--- src/sleep_wake_map.vh ---
`ifndef SLEEP_WAKE_MAP_VH
`define SLEEP_WAKE_MAP_VH

// Pin function code for the sleep-request and awake pins.
`define PIN_CFG_PERIPHERAL 3'h1
// CTS pin code that enables hardware flow control.
`define CTS_CFG_FLOW 3'h1

// Sleep mode selections.
`define SLEEP_MODE_NONE 2'h0
`define SLEEP_MODE_PIN 2'h1
`define SLEEP_MODE_CYCLIC 2'h2

// Sleep option: 0 stays associated, 1 is deep sleep.
`define SLEEP_OPT_ASSOC 1'h0
`define SLEEP_OPT_DEEP 1'h1

// Clock rate in kHz and the cyclic wake check window in ms.
`define CLK_KHZ 32'h0000_61A8
`define WAKE_CHECK_MS 32'h0000_001E
`define WAKE_CHECK_CYCLES (`WAKE_CHECK_MS * `CLK_KHZ)

// Width of the sleep and wake period counters.
`define PERIOD_W 32

`endif

--- src/sleep_wake_pin_control.v ---
// Functional notes
// - Awake indicator low asleep, high awake.
// - CTS driven high on entering sleep.
// - CTS driven low on waking.
// - Ignore serial and radio data while asleep.
// - UART pin sleep only with sleep-request pin.
// - SPI asserts attention after init with status.
// - Attention follows pending data while awake.
// - SPI uses sleep pin if configured, else chip-select.
// - Chip-select negation sleeps the device.
// - Pin sleep and cyclic sleep modes supported.
// - Option keeps association or deep sleeps.
// - Cyclic wake checks 30 ms, resleeps if idle.
// - Chip-select assertion wakes the device unless the sleep pin is configured.
`timescale 1ns/100ps
`default_nettype none
`include "sleep_wake_map.vh"

module sleep_wake_pin_control
(
    input wire core_clk,
    input wire rstn,
    input wire spiMode, // High selects the SPI host interface.
    input wire [2:0] cts_pin_config,
    input wire [2:0] sleep_pin_config,
    input wire [2:0] awake_pin_config,
    input wire [1:0] sleep_mode_select,
    input wire sleepOption, // Associated or deep sleep.
    input wire [31:0] sleepPeriod, // Cyclic sleep time in cycles.
    input wire [31:0] stayAwakeTime, // Cyclic wake time in cycles.
    input wire initDone, // Pulse or level: device initialisation done.
    input wire dataPending, // Device has data for the SPI master.
    input wire traffic, // Serial or radio activity this cycle.
    input wire associated, // Radio is associated with the access point.
    input wire sleep_request_pin,
    input wire spi_chip_select_n,
    input wire serialRxValid, // Incoming serial byte strobe.
    input wire radioRxValid, // Incoming radio frame strobe.
    output reg awake_indicator,
    output reg ctsN,
    output reg spi_attention_n,
    output reg statusMsgStrobe, // One-cycle request for a status message.
    output reg serialRxAccept, // Gated serial strobe.
    output reg radioRxAccept, // Gated radio strobe.
    output reg radioPowerOn, // Radio circuitry powered.
    output reg reassociateReq // One-cycle request to associate on wake.
);

    ////////////////////////////////////////////////////////////////////
    // State encoding, one-hot.
    localparam [3:0] ST_AWAKE = 4'b0001;
    localparam [3:0] ST_SLEEP = 4'b0010;
    localparam [3:0] ST_CHECK = 4'b0100;
    localparam [3:0] ST_STAY = 4'b1000;

    localparam [31:0] CHECK_CYC = `WAKE_CHECK_CYCLES;

    reg [3:0] state_r; // Sleep sequencer state.
    reg [3:0] state_nxt; // Next state.
    reg [31:0] timer_r; // Period counter for cyclic sleep.
    reg [31:0] timer_nxt; // Next counter value.
    reg sawTraffic_r; // Activity seen in the check window.
    reg sawTraffic_nxt; // Next activity flag.
    reg initSeen_r; // Initialisation completion has been announced.
    wire sleepReqSync; // Synchronised sleep request, high asks for sleep.
    wire csSync; // Synchronised chip-select, high means negated.

    ////////////////////////////////////////////////////////////////////
    // Both pins are synchronised before any decision uses them.
    level_sync syncReq
    (
        .core_clk(core_clk),
        .rstn(rstn),
        .resetLevel(1'b0),
        .din(sleep_request_pin),
        .dout(sleepReqSync)
    );

    level_sync syncCs
    (
        .core_clk(core_clk),
        .rstn(rstn),
        .resetLevel(1'b0),
        .din(spi_chip_select_n),
        .dout(csSync)
    );

    ////////////////////////////////////////////////////////////////////
    // Pin selection and sleep demand.
    wire sleepPinSel = (sleep_pin_config == `PIN_CFG_PERIPHERAL);
    wire pinMode = (sleep_mode_select == `SLEEP_MODE_PIN);
    wire cycMode = (sleep_mode_select == `SLEEP_MODE_CYCLIC);
    // Without the sleep pin on UART there is no pin sleep at all.
    // On SPI the sleep pin wins when selected, else chip-select.
    wire pinSleepSrc = sleepPinSel ? sleepReqSync :
                       (spiMode ? csSync : 1'b0);
    wire pinWantsSleep = pinMode & pinSleepSrc;
    wire asleep = (state_r == ST_SLEEP);

    ////////////////////////////////////////////////////////////////////
    // Next-state logic for pin and cyclic sleep.
    always @*
    begin
        state_nxt = state_r;
        timer_nxt = timer_r;
        sawTraffic_nxt = sawTraffic_r;
        case (state_r)
            ST_AWAKE:
            begin
                // A level change gives one transition only.
                if (pinWantsSleep)
                    state_nxt = ST_SLEEP;
                else if (cycMode)
                begin
                    state_nxt = ST_SLEEP;
                    timer_nxt = sleepPeriod;
                end
            end
            ST_SLEEP:
            begin
                if (pinMode)
                begin
                    // Releasing the request or asserting chip-select.
                    if (!pinSleepSrc)
                        state_nxt = ST_AWAKE;
                end
                else if (cycMode)
                begin
                    if (timer_r <= 32'h0000_0001)
                    begin
                        state_nxt = ST_CHECK;
                        timer_nxt = CHECK_CYC;
                        sawTraffic_nxt = 1'b0;
                    end
                    else
                        timer_nxt = timer_r - 32'h0000_0001;
                end
                else
                    state_nxt = ST_AWAKE;
            end
            ST_CHECK:
            begin
                // Short window; traffic extends to the stay time.
                if (traffic)
                    sawTraffic_nxt = 1'b1;
                if (!cycMode)
                    state_nxt = ST_AWAKE;
                else if (timer_r <= 32'h0000_0001)
                begin
                    if (sawTraffic_r | traffic)
                    begin
                        state_nxt = ST_STAY;
                        timer_nxt = (stayAwakeTime > CHECK_CYC) ?
                            stayAwakeTime - CHECK_CYC : 32'h0000_0001;
                    end
                    else
                    begin
                        state_nxt = ST_SLEEP;
                        timer_nxt = sleepPeriod;
                    end
                end
                else
                    timer_nxt = timer_r - 32'h0000_0001;
            end
            ST_STAY:
            begin
                // Further activity does not restart the stay time.
                if (!cycMode)
                    state_nxt = ST_AWAKE;
                else if (timer_r <= 32'h0000_0001)
                begin
                    state_nxt = ST_SLEEP;
                    timer_nxt = sleepPeriod;
                end
                else
                    timer_nxt = timer_r - 32'h0000_0001;
            end
            default:
                state_nxt = ST_AWAKE;
        endcase
    end

    ////////////////////////////////////////////////////////////////////
    // State registers.
    always @(posedge core_clk or negedge rstn)
    begin
        if (!rstn)
        begin
            state_r <= ST_AWAKE;
            timer_r <= 32'h0000_0000;
            sawTraffic_r <= 1'b0;
        end
        else
        begin
            state_r <= state_nxt;
            timer_r <= timer_nxt;
            sawTraffic_r <= sawTraffic_nxt;
        end
    end

    ////////////////////////////////////////////////////////////////////
    // Registered pin outputs and strobes.
    wire sleepNext = (state_nxt == ST_SLEEP);
    wire wakeEdge = asleep & ~sleepNext;

    always @(posedge core_clk or negedge rstn)
    begin
        if (!rstn)
        begin
            awake_indicator <= 1'b1;
            ctsN <= 1'b0;
            spi_attention_n <= 1'b1;
            statusMsgStrobe <= 1'b0;
            serialRxAccept <= 1'b0;
            radioRxAccept <= 1'b0;
            radioPowerOn <= 1'b1;
            reassociateReq <= 1'b0;
            initSeen_r <= 1'b0;
        end
        else
        begin
            // Only driven as indicator when the pin has that function.
            awake_indicator <= (awake_pin_config == `PIN_CFG_PERIPHERAL)
                ? ~sleepNext : 1'b0;
            // CTS high while asleep, low once awake.
            ctsN <= (cts_pin_config == `CTS_CFG_FLOW) ? sleepNext : 1'b0;
            // Data is dropped while asleep.
            serialRxAccept <= serialRxValid & ~asleep;
            radioRxAccept <= radioRxValid & ~asleep;
            // Deep sleep powers the radio down; associated keeps it.
            radioPowerOn <= ~(sleepNext & (sleepOption == `SLEEP_OPT_DEEP));
            reassociateReq <= wakeEdge &
                ((sleepOption == `SLEEP_OPT_DEEP) | ~associated);
            // First ready report after initialisation on SPI.
            statusMsgStrobe <= spiMode & initDone & ~initSeen_r;
            if (spiMode & initDone)
                initSeen_r <= 1'b1;
            // Attention follows pending data while awake.
            if (!spiMode)
                spi_attention_n <= 1'b1;
            else if (initDone & ~initSeen_r)
                spi_attention_n <= 1'b0;
            else if (initSeen_r & ~sleepNext)
                spi_attention_n <= ~dataPending;
        end
    end

endmodule

`default_nettype wire

--- src/level_sync.v ---
`timescale 1ns/100ps
`default_nettype none

// Two-stage synchroniser; the first stage feeds only the second.
module level_sync
(
    input wire core_clk,
    input wire rstn,
    input wire resetLevel,
    input wire din,
    output reg dout
);

    reg meta_r; // First stage, read only by the second stage.

    // The resetLevel input flips the sense of the pin when set. Both stages
    // clear on reset, so the output starts at the no-request level and the
    // device leaves reset awake instead of acting on a false request.
    always @(posedge core_clk or negedge rstn)
    begin
        if (!rstn)
        begin
            meta_r <= 1'b0;
            dout <= 1'b0;
        end
        else
        begin
            meta_r <= din ^ resetLevel;
            dout <= meta_r;
        end
    end

endmodule

`default_nettype wire

--- config.mk ---
export PLATFORM = sky130hd
export DESIGN_NAME = sleep_wake_pin_control
export DESIGN_NICKNAME = d
export VERILOG_FILES = /design/src/sleep_wake_pin_control.v /design/src/level_sync.v
export VERILOG_INCLUDE_DIRS = /design/src /design/src/src
export SDC_FILE = /design/constraint.sdc
export NUM_CORES = 1
export LEC_CHECK = 0
export BUFFER_PORTS_ARGS = -buffer_cell sky130_fd_sc_hd__buf_2
export CORE_UTILIZATION = 40
export CTS_CLUSTER_SIZE = 25
export DETAILED_ROUTE_END_ITERATION = 8
export MAX_ROUTING_LAYER = met4
export PLACE_DENSITY = 0.64
export SLEW_MARGIN = 20
export SYNTH_ARGS = -nofsm -noshare
export SYNTH_HDL_FRONTEND = slang
export SYNTH_SLANG_ARGS = --single-unit
--- constraint.sdc ---
create_clock -name core_clk -period 5.2 [get_ports core_clk]
set_clock_uncertainty 0.15 [all_clocks]
set_input_delay 0.78 -clock core_clk [delete_from_list [all_inputs] [get_ports core_clk]]
set_output_delay 0.78 -clock core_clk [all_outputs]
set_load 0.01 [all_outputs]
==> impl_metrics.ini, run 1 <==
[outcome]
run_status = completed

[place]
dp_cells = 747
dp_hpwl_um = 10100
port_buffers = 94
gp_congestion = 0.924

[critical_path]
crit_path_max_incr_delay_ps = 920
critical-path-slowest-cell = nor4_2
crit_buf_inv = 0
worstReg2RegStart = timer_r[5]
crit_chain = nor4_1, nand2_1, nor4_2, a21oi_1, a221oi_1, o21ai_1
endpoint = timer_r[13]
path_class = reg2reg
critPathLaunchType = register
end_kind = register
crit_family = simple AND/OR/NAND/NOR gates
cp.required_ps = 5270
cp.depth = 6
crit_arrival_ps = 3570
r2r_cells = 6
r2r-end = timer_r[13]
r2r_setup_slack_ps = 1710
crit_start = timer_r[5]
critPathMaxFanout = 11

[sta]
rsz0062_at_grt = no
final-max-slew-violation-count = 0
hold_violations = 0
worst_slew_pin_slew_ps = 1080
fmax_ghz = 0.286
fin_crit_ps = 3490
hold_slack_ps = 210
setup_viol = 0
setup-tns-final_ps = 0
slew_headroom_pct = 28.1
finalCritPeriodShare_pct = 67.2

[grt]
grt_pass1_vias = 4209
antenna_found_initial = 0
gr-usage-all-layers_pct = 26.2
grt_pass1_wl_um = 22500
grt_max_degree = 51
grt-ovfl-total = 0

[route]
drt-wirelength-per-cell_um = 18.7
drc = 0
first_pass_iters = 5
drtAntennaViolNets = 0
viasPerCell = 6.13
totalWireLength_um = 14100
vias = 4631
drtIter0Drc = 424

[layout]
final_common_cell = buf_2
diodes = 0
final_core_util_pct = 48.1
drive_gt1_share_pct = 21.8
regMostFlops = timer_r
finalNetCount = 708
final_cell_mix = buf_2, nand2_1, o21ai_0, dfrtp_1, nor2_1
top_regs = timer_r: 32 flops, state_r: 4 flops
final-seq-area_um2 = 1260
num-fill-cells = 1060
syn2layout_area_growth_pct = 16.3
multi_input_area_um2 = 2900
largest_reg_flops = 32
fin_cells = 755

[synth]
synth_enable_flop_cells = 0
ys_warn_count = 0
syn-num-nets = 630
async_reset_ff_share_pct = 100
yosysSeqAreaShare_pct = 29.3
yosysUniqueCellTypes = 67
ys_ff_latch = 50
syn-mean-instance-area_um2 = 7.94
ys_top_cells_by_area = dfrtp_1, o21ai_0, xor2_1
yosysTopAreaCellShare_pct = 26.8
ys.flop_type = dfrtp_1
yosys.area.top_type = dfrtp_1
synthCells = 540
synth.cell_area_um2 = 4290

[cts]
cts_made_buffers = 5
clk_path_buf_depth = 2
clkTransAtPathRegs_ps = 120
post_cts_buffers = 0
clock_sinks = 50
cts-root-buf = clkbuf_8
cts.repair.resized = 0
cts_hold_buf = 0
htreeDepth = 2
cts_tree = done
clk_latency_ps = 330

[die]
rows = 37
pin_count = 95
design.core.area_um2 = 10400
die_w_um = 106
dieArea_um2 = 11100
start_util_pct = 41.3
die_height_um = 106

[pwr]
power.density_nw_per_um2 = 314
leakagePower_nw = 1.94
vdd_drop_max_v = 0.000117
total_power_mw = 1.57

[job]
cap_violations = 0

[hold_path]
min_path_cells = 0
hold_path_class = reg2reg
-- synthesized netlist by cell type, types with 3 or more instances --
| cell | number |
|---|---|
| nand2_1 | 55 |
| o21ai_0 | 47 |
| dfrtp_1 | 46 |
| nor2_1 | 37 |
| a21oi_1 | 31 |
| clkbuf_1 | 31 |
| xor2_1 | 25 |
| nand3_1 | 23 |
| nor3_1 | 23 |
| o211ai_1 | 23 |
| a221oi_1 | 20 |
| xnor2_1 | 16 |
| nor4_1 | 12 |
| a211oi_1 | 8 |
| nand2b_1 | 8 |
| a21boi_0 | 7 |
| nand4_1 | 7 |
| and2_1 | 6 |
| inv_1 | 6 |
| o221ai_1 | 6 |
| o31ai_1 | 6 |
| or3_1 | 6 |
| or4_1 | 5 |
| a31oi_1 | 4 |
| dfstp_2 | 4 |
| nor2b_1 | 4 |
| nor3b_1 | 4 |
| nor4b_1 | 4 |
| o21a_1 | 4 |
| o21ai_1 | 4 |
| a21o_1 | 3 |
| and3_1 | 3 |
| ha_1 | 3 |
| mux2i_1 | 3 |
| nand3b_1 | 3 |
| o211a_1 | 3 |
| o22ai_1 | 3 |
-- layout make-up --
cell class                 count  area share (%)
tap                          136            3.41
sequential                    50            25.2
timing repair buffer         104            10.9
clock buffer                   5            1.38
inverter                       6           0.452
multi-input combinational    451            58.1
clock inverter                 3           0.527
-- worst reg2reg max path: cells and delay by family, from the launching register on --
family          cells  cell delay [ps]
compound gates      3              990
simple gates        3             1800
flops               1              450
-- metrics by stage --
| stage | area (µm²) | setup WS (ps) |
|---|---|---|
| 2_1_floorplan | 4290 | 2240 |
| 3_3_place_gp | 4890 | 1560 |
| 3_5_place_dp | 4890 | 1490 |
| 4_1_cts | 4990 | 1740 |
| 5_1_grt | 4990 | 1470 |
| 6_report | 4990 | 1710 |
-- logic make-up after synthesis --
family	after synthesis	synth area share [%]
AO/OA/AOI/OAI	189	30.1
XOR/XNOR	41	8.37
adder cells (fa/ha/maj)	3	0.875
buffers and inverters	39	3.62
flip-flops	50	29.3
multiplexers	4	0.963
AND/OR/NAND/NOR	214	26.8
-- layer usage --
layer / global-route usage (%) / routed length (µm) / vias up
li1: - / - / 2225
met2: 41.1 / 6480 / 222
met3: 3.46 / 1020 / 20
met1: 35.8 / 6400 / 2164
met4: 6.35 / 214 / 0
met5: - / 0 / -
-- where the power goes --
part | leakage (nW) | switching (mW) | internal (mW)
Sequential | 0.600 | 0.176 | 0.522
Combinational | 1.29 | 0.351 | 0.258
Clock | 0.0491 | 0.159 | 0.0996
-- how the worst min path moves through the flow --
stage,slack [ps],from,endpoint
2_1_floorplan,180,syncCs.meta_r,syncCs.dout
5_1_grt,220,syncCs.meta_r,syncCs.dout
3_5_place_dp,180,syncCs.meta_r,syncCs.dout
6_report,210,syncCs.meta_r,syncCs.dout
4_1_cts,210,syncCs.meta_r,syncCs.dout
3_3_place_gp,180,syncCs.meta_r,syncCs.dout
Power figures use the tool's default switching activity.
==> run 2, diff against run 1 <==
clock period = 3.3 ns   (was 5.2 ns; I/O delays follow)
==> impl_metrics.ini, run 2 (synthesis gave the netlist of run 1 again) <==
[grt]
antenna_found_initial = 0
grt-busiest-layer = met2
grt_max_degree = 37
grt-ovfl-total = 0
use_met2_pct = 44.5
met1_usage_pct = 37.1
grt_pass1_vias = 4534
gr-usage-all-layers_pct = 27.6
met3_usage_pct = 3.83
grt_pass1_wl_um = 23800

[die]
rows = 37
start_util_pct = 41.3
pin_count = 95
die_w_um = 106
design.core.area_um2 = 10400
dieArea_um2 = 11100
die_height_um = 106

[critical_path]
crit_chain = or4_4, nand4bb_4, or2_1, or4_1, a211oi_1, o31ai_1
crit_family = simple AND/OR/NAND/NOR gates
cp.depth = 6
end_kind = register
cp.required_ps = 3360
critical-path-slowest-cell = or4_4
critPathMaxFanout = 5
crit_path_max_incr_delay_ps = 590
path_class = reg2reg
crit_arrival_ps = 2930
crit_buf_inv = 0
r2r_cells = 6
critPathLaunchType = register

[pwr]
power.density_nw_per_um2 = 489
leakagePower_nw = 2.04
pwr-share-seq_pct = 43.9
vdd_drop_max_v = 0.000214
total_power_mw = 2.51
netSwitchingFraction_pct = 43.7
internal-power_mw = 1.42
power.share.clock_pct = 16.6
p_sw_mw = 1.10
power.combinational.fraction_pct = 39.5

[cts]
cts.repair.resized = 0
htreeDepth = 2
clk_path_buf_depth = 2
cts_made_buffers = 5
cts-root-buf = clkbuf_8
post_cts_buffers = 0
cts_tree = done
clk_latency_ps = 330
clkTransAtPathRegs_ps = 120
clock_sinks = 50

[route]
drc = 0
drt-wirelength-per-cell_um = 18.9
viasPerCell = 6.24
first_pass_iters = 5
drtAntennaViolNets = 0
totalWireLength_um = 14600
vias = 4836
drtIter0Drc = 417

[layout]
regMostFlops = timer_r
final_cell_mix = buf_2, nand2_1, o21ai_0, dfrtp_1, nor2_1
final_common_cell = buf_2
syn2layout_area_growth_pct = 19.8
top_regs = timer_r: 32 flops, state_r: 4 flops
diodes = 0
largest_reg_flops = 32
finalNetCount = 728
final_core_util_pct = 49.6
finalInstanceArea_um2 = 5140
drive_gt1_share_pct = 23.9

[sta]
finalCritPeriodShare_pct = 86.9
hold_violations = 0
fmax_ghz = 0.349
final-max-slew-violation-count = 0
setup-tns-final_ps = 0
worst_slew_pin_slew_ps = 1040
fin_crit_ps = 2870
rsz0062_at_grt = no
setup_viol = 0
slew_headroom_pct = 30.6

[hold_path]
min_path_cells = 1
hold_path_class = in2reg

[place]
dp_hpwl_um = 10900
gp_congestion = 0.940
port_buffers = 94
placed_cell_area_um2 = 5030

[outcome]
run_status = completed

[job]
cap_violations = 0
==> run 2: changes by cell type in the layout (fill, tap and decap cells not counted), sizes merged <==
cell         change
buf             +19
dlygate4sd3      +1
==> run 2: worst paths after layout <==
check | from | endpoint | slack [ps]
max in group asynchronous | rstn | spi_attention_n | 1670
min in group asynchronous | rstn | statusMsgStrobe | 490
setup reg to reg | timer_r[15] | timer_r[23] | 430
setup / recovery | timer_r[15] | timer_r[23] | 430
hold reg to reg | syncReq.meta_r | syncReq.dout | 210
hold / removal | spi_chip_select_n | syncCs.meta_r | 110
==> run 2: stage by stage <==
stage / worst slack, ps / hold WS, ps / cells
global route: 183 / 102 / 775
detailed placement: 304 / 185 / 766
global placement: 421 / 185 / 766
floorplan: 576 / 49.4 / 540
finish: 431 / 113 / 775
CTS: 454 / 119 / 775
==> run 2: cell type report <==
class / instances / area (µm²)
Clock inverter: 3 / 28.8
Inverter: 6 / 22.5
Sequential cell: 50 / 1260
Tap cell: 136 / 170
Timing Repair Buffer: 124 / 698
Fill cell: 1055 / 5230
Clock buffer: 5 / 68.8
Multi-Input combinational cell: 451 / 2890
==> run 2: what timing repair did <==
action / 4_1_cts / 5_1_grt
setup endpoints to repair: 0 / 0
hold buffers: 1 / 0
hold endpoints to repair: 15 / 0
==> run 2: routing by layer <==
layer / up-vias / wire (µm)
li1: 2262 / -
met4: 0 / 243
met1: 2309 / 6580
met3: 23 / 1100
met5: - / 0
met2: 242 / 6700
==> run 2: power by group through the flow <==
stage / clock network (mW) / registers (mW) / logic (mW)
floorplan: 0 / 1.04 / 0.675
global route: 0.441 / 1.14 / 1.11
detailed placement: 0 / 1.10 / 0.982
finish: 0.418 / 1.10 / 0.993
global placement: 0 / 1.09 / 0.957
CTS: 0.413 / 1.09 / 0.988
==> run 3, diff against run 2 <==
==> constraint.sdc (replaced) <==
create_clock -name core_clk -period 3.3 [get_ports core_clk]
set_clock_uncertainty 0.15 [all_clocks]
set_input_delay 0.33 -clock core_clk [delete_from_list [all_inputs] [get_ports core_clk]]
set_output_delay 0.33 -clock core_clk [all_outputs]
set_load 0.01 [all_outputs]
==> impl_metrics.ini, run 3 (synthesis gave the netlist of run 1 again) <==
[critical_path]
crit_family = simple AND/OR/NAND/NOR gates
path_class = reg2reg
crit_arrival_ps = 3100
crit_path_max_incr_delay_ps = 740
crit_buf_inv = 0
end_kind = register
crit_chain = nor4_1, nand2_1, or4_4, o211a_1, a31o_4, nor4b_4
cp.depth = 6
r2r_cells = 6
cp.required_ps = 3380
critPathMaxFanout = 16
critical-path-slowest-cell = or4_4
critPathLaunchType = register

[cts]
clk_latency_ps = 320
htreeDepth = 2
cts_made_buffers = 5
clkTransAtPathRegs_ps = 120
cts_tree = done
cts-root-buf = clkbuf_8
clk_path_buf_depth = 2
clock_sinks = 50
cts.repair.resized = 0

[layout]
top_regs = timer_r: 32 flops, state_r: 4 flops
final_core_util_pct = 49.8
largest_reg_flops = 32
final_cell_mix = buf_2, nand2_1, o21ai_0, dfrtp_1, nor2_1
regMostFlops = timer_r
finalNetCount = 731
diodes = 0
drive_gt1_share_pct = 23.5
final_common_cell = buf_2
fin_cells = 778
syn2layout_area_growth_pct = 20.5

[route]
drtIter0Drc = 433
vias = 4812
drc = 0
viasPerCell = 6.19
first_pass_iters = 5
drtAntennaViolNets = 0
drt-wirelength-per-cell_um = 19.1
totalWireLength_um = 14900

[job]
cap_violations = 0

[die]
die_height_um = 106
design.core.area_um2 = 10400
rows = 37
die_w_um = 106
pin_count = 95
start_util_pct = 41.3
dieArea_um2 = 11100

[sta]
final.setup.worst_slack_ps = 281
slew_headroom_pct = 27.7
rsz0062_at_grt = no
setup_viol = 0
hold_violations = 0
finalCritPeriodShare_pct = 91.5
final-max-slew-violation-count = 0
worst_slew_pin_slew_ps = 1080
hold_slack_ps = 79.5
fin_crit_ps = 3020
setup-tns-final_ps = 0
fmax_ghz = 0.331

[pwr]
pwr-share-seq_pct = 44.3
netSwitchingFraction_pct = 43.8
power.combinational.fraction_pct = 40.3
leakagePower_nw = 2.04
vdd_drop_max_v = 0.000235
power.density_nw_per_um2 = 486
power.share.clock_pct = 15.4
p_sw_mw = 1.10
internal-power_mw = 1.41

[place]
placement.setup.worst_slack_ps = 338
port_buffers = 94
dp_hpwl_um = 11000
dp_cells = 764
gp_congestion = 0.933

[grt]
antenna_found_initial = 0
grt_max_degree = 37
grt_pass1_vias = 4826
grt_pass1_wl_um = 24600
gr-usage-all-layers_pct = 28.5
grt-ovfl-total = 0

[hold_path]
hold_path_class = in2reg
min_path_cells = 2

[outcome]
run_status = completed
==> run 3: changes by cell type in the layout (fill, tap and decap cells not counted) <==
cell	previous run	this run
inv_8	1	0
dlygate4sd3_1	1	6
inv_6	1	0
clkinvlp_4	0	1
buf_4	29	27
clkinv_2	0	1
==> run 3: layout make-up <==
cell class,instances,area (µm²)
inverters,6,22.5
fillers,1036,5200
clock inverters,3,21.3
repair buffers,127,733
flip-flops and latches,50,1260
multi-input cells,451,2890
well taps,136,170
clock buffers,5,68.8
==> run 3: what timing repair did <==
action,in CTS,in global routing
buffers inserted,0,0
hold buffers,4,2
hold endpoints to repair,20,1
==> run 3: power by group through the flow <==
stage / sequential [mW] / combinational, mW / clock (mW)
5_1_grt: 1.14 / 1.14 / 0.423
6_report: 1.11 / 1.01 / 0.388
4_1_cts: 1.10 / 1.00 / 0.391
3_5_place_dp: 1.11 / 0.991 / 0
2_1_floorplan: 1.04 / 0.675 / 0
3_3_place_gp: 1.09 / 0.972 / 0
==> run 3: final timing paths <==
check                                     from         endpoint  slack (ps)
setup / recovery                    timer_r[5]  awake_indicator         280
hold / removal             awake_pin_config[0]  awake_indicator          80
setup reg to reg                    timer_r[5]  awake_indicator         280
hold reg to reg                  syncCs.meta_r      syncCs.dout         210
max in group asynchronous                 rstn  spi_attention_n        1800
min in group asynchronous                 rstn             ctsN         360
==> run 3: routing by layer <==
layer	track usage, %	share of wire (%)	up-vias
li1	-	-	2268
met1	37.6	45	2277
met2	45.3	47	246
met3	4.33	7.3	21
met4	8.33	1.5	0
met5	-	0	-
==> run 3: worst reg2reg max path: cells and delay by family, from the launching register on <==
kind | cells | cell delay [ps]
simple gates | 4 | 1770
compound gates | 2 | 550
flops | 1 | 450
==> run 3: metrics by stage <==
stage	power, mW	cell area [µm²]
floorplan	1.71	4290
global placement	2.07	5020
detailed placement	2.10	5020
CTS	2.49	5150
global route	2.70	5170
finish	2.51	5170
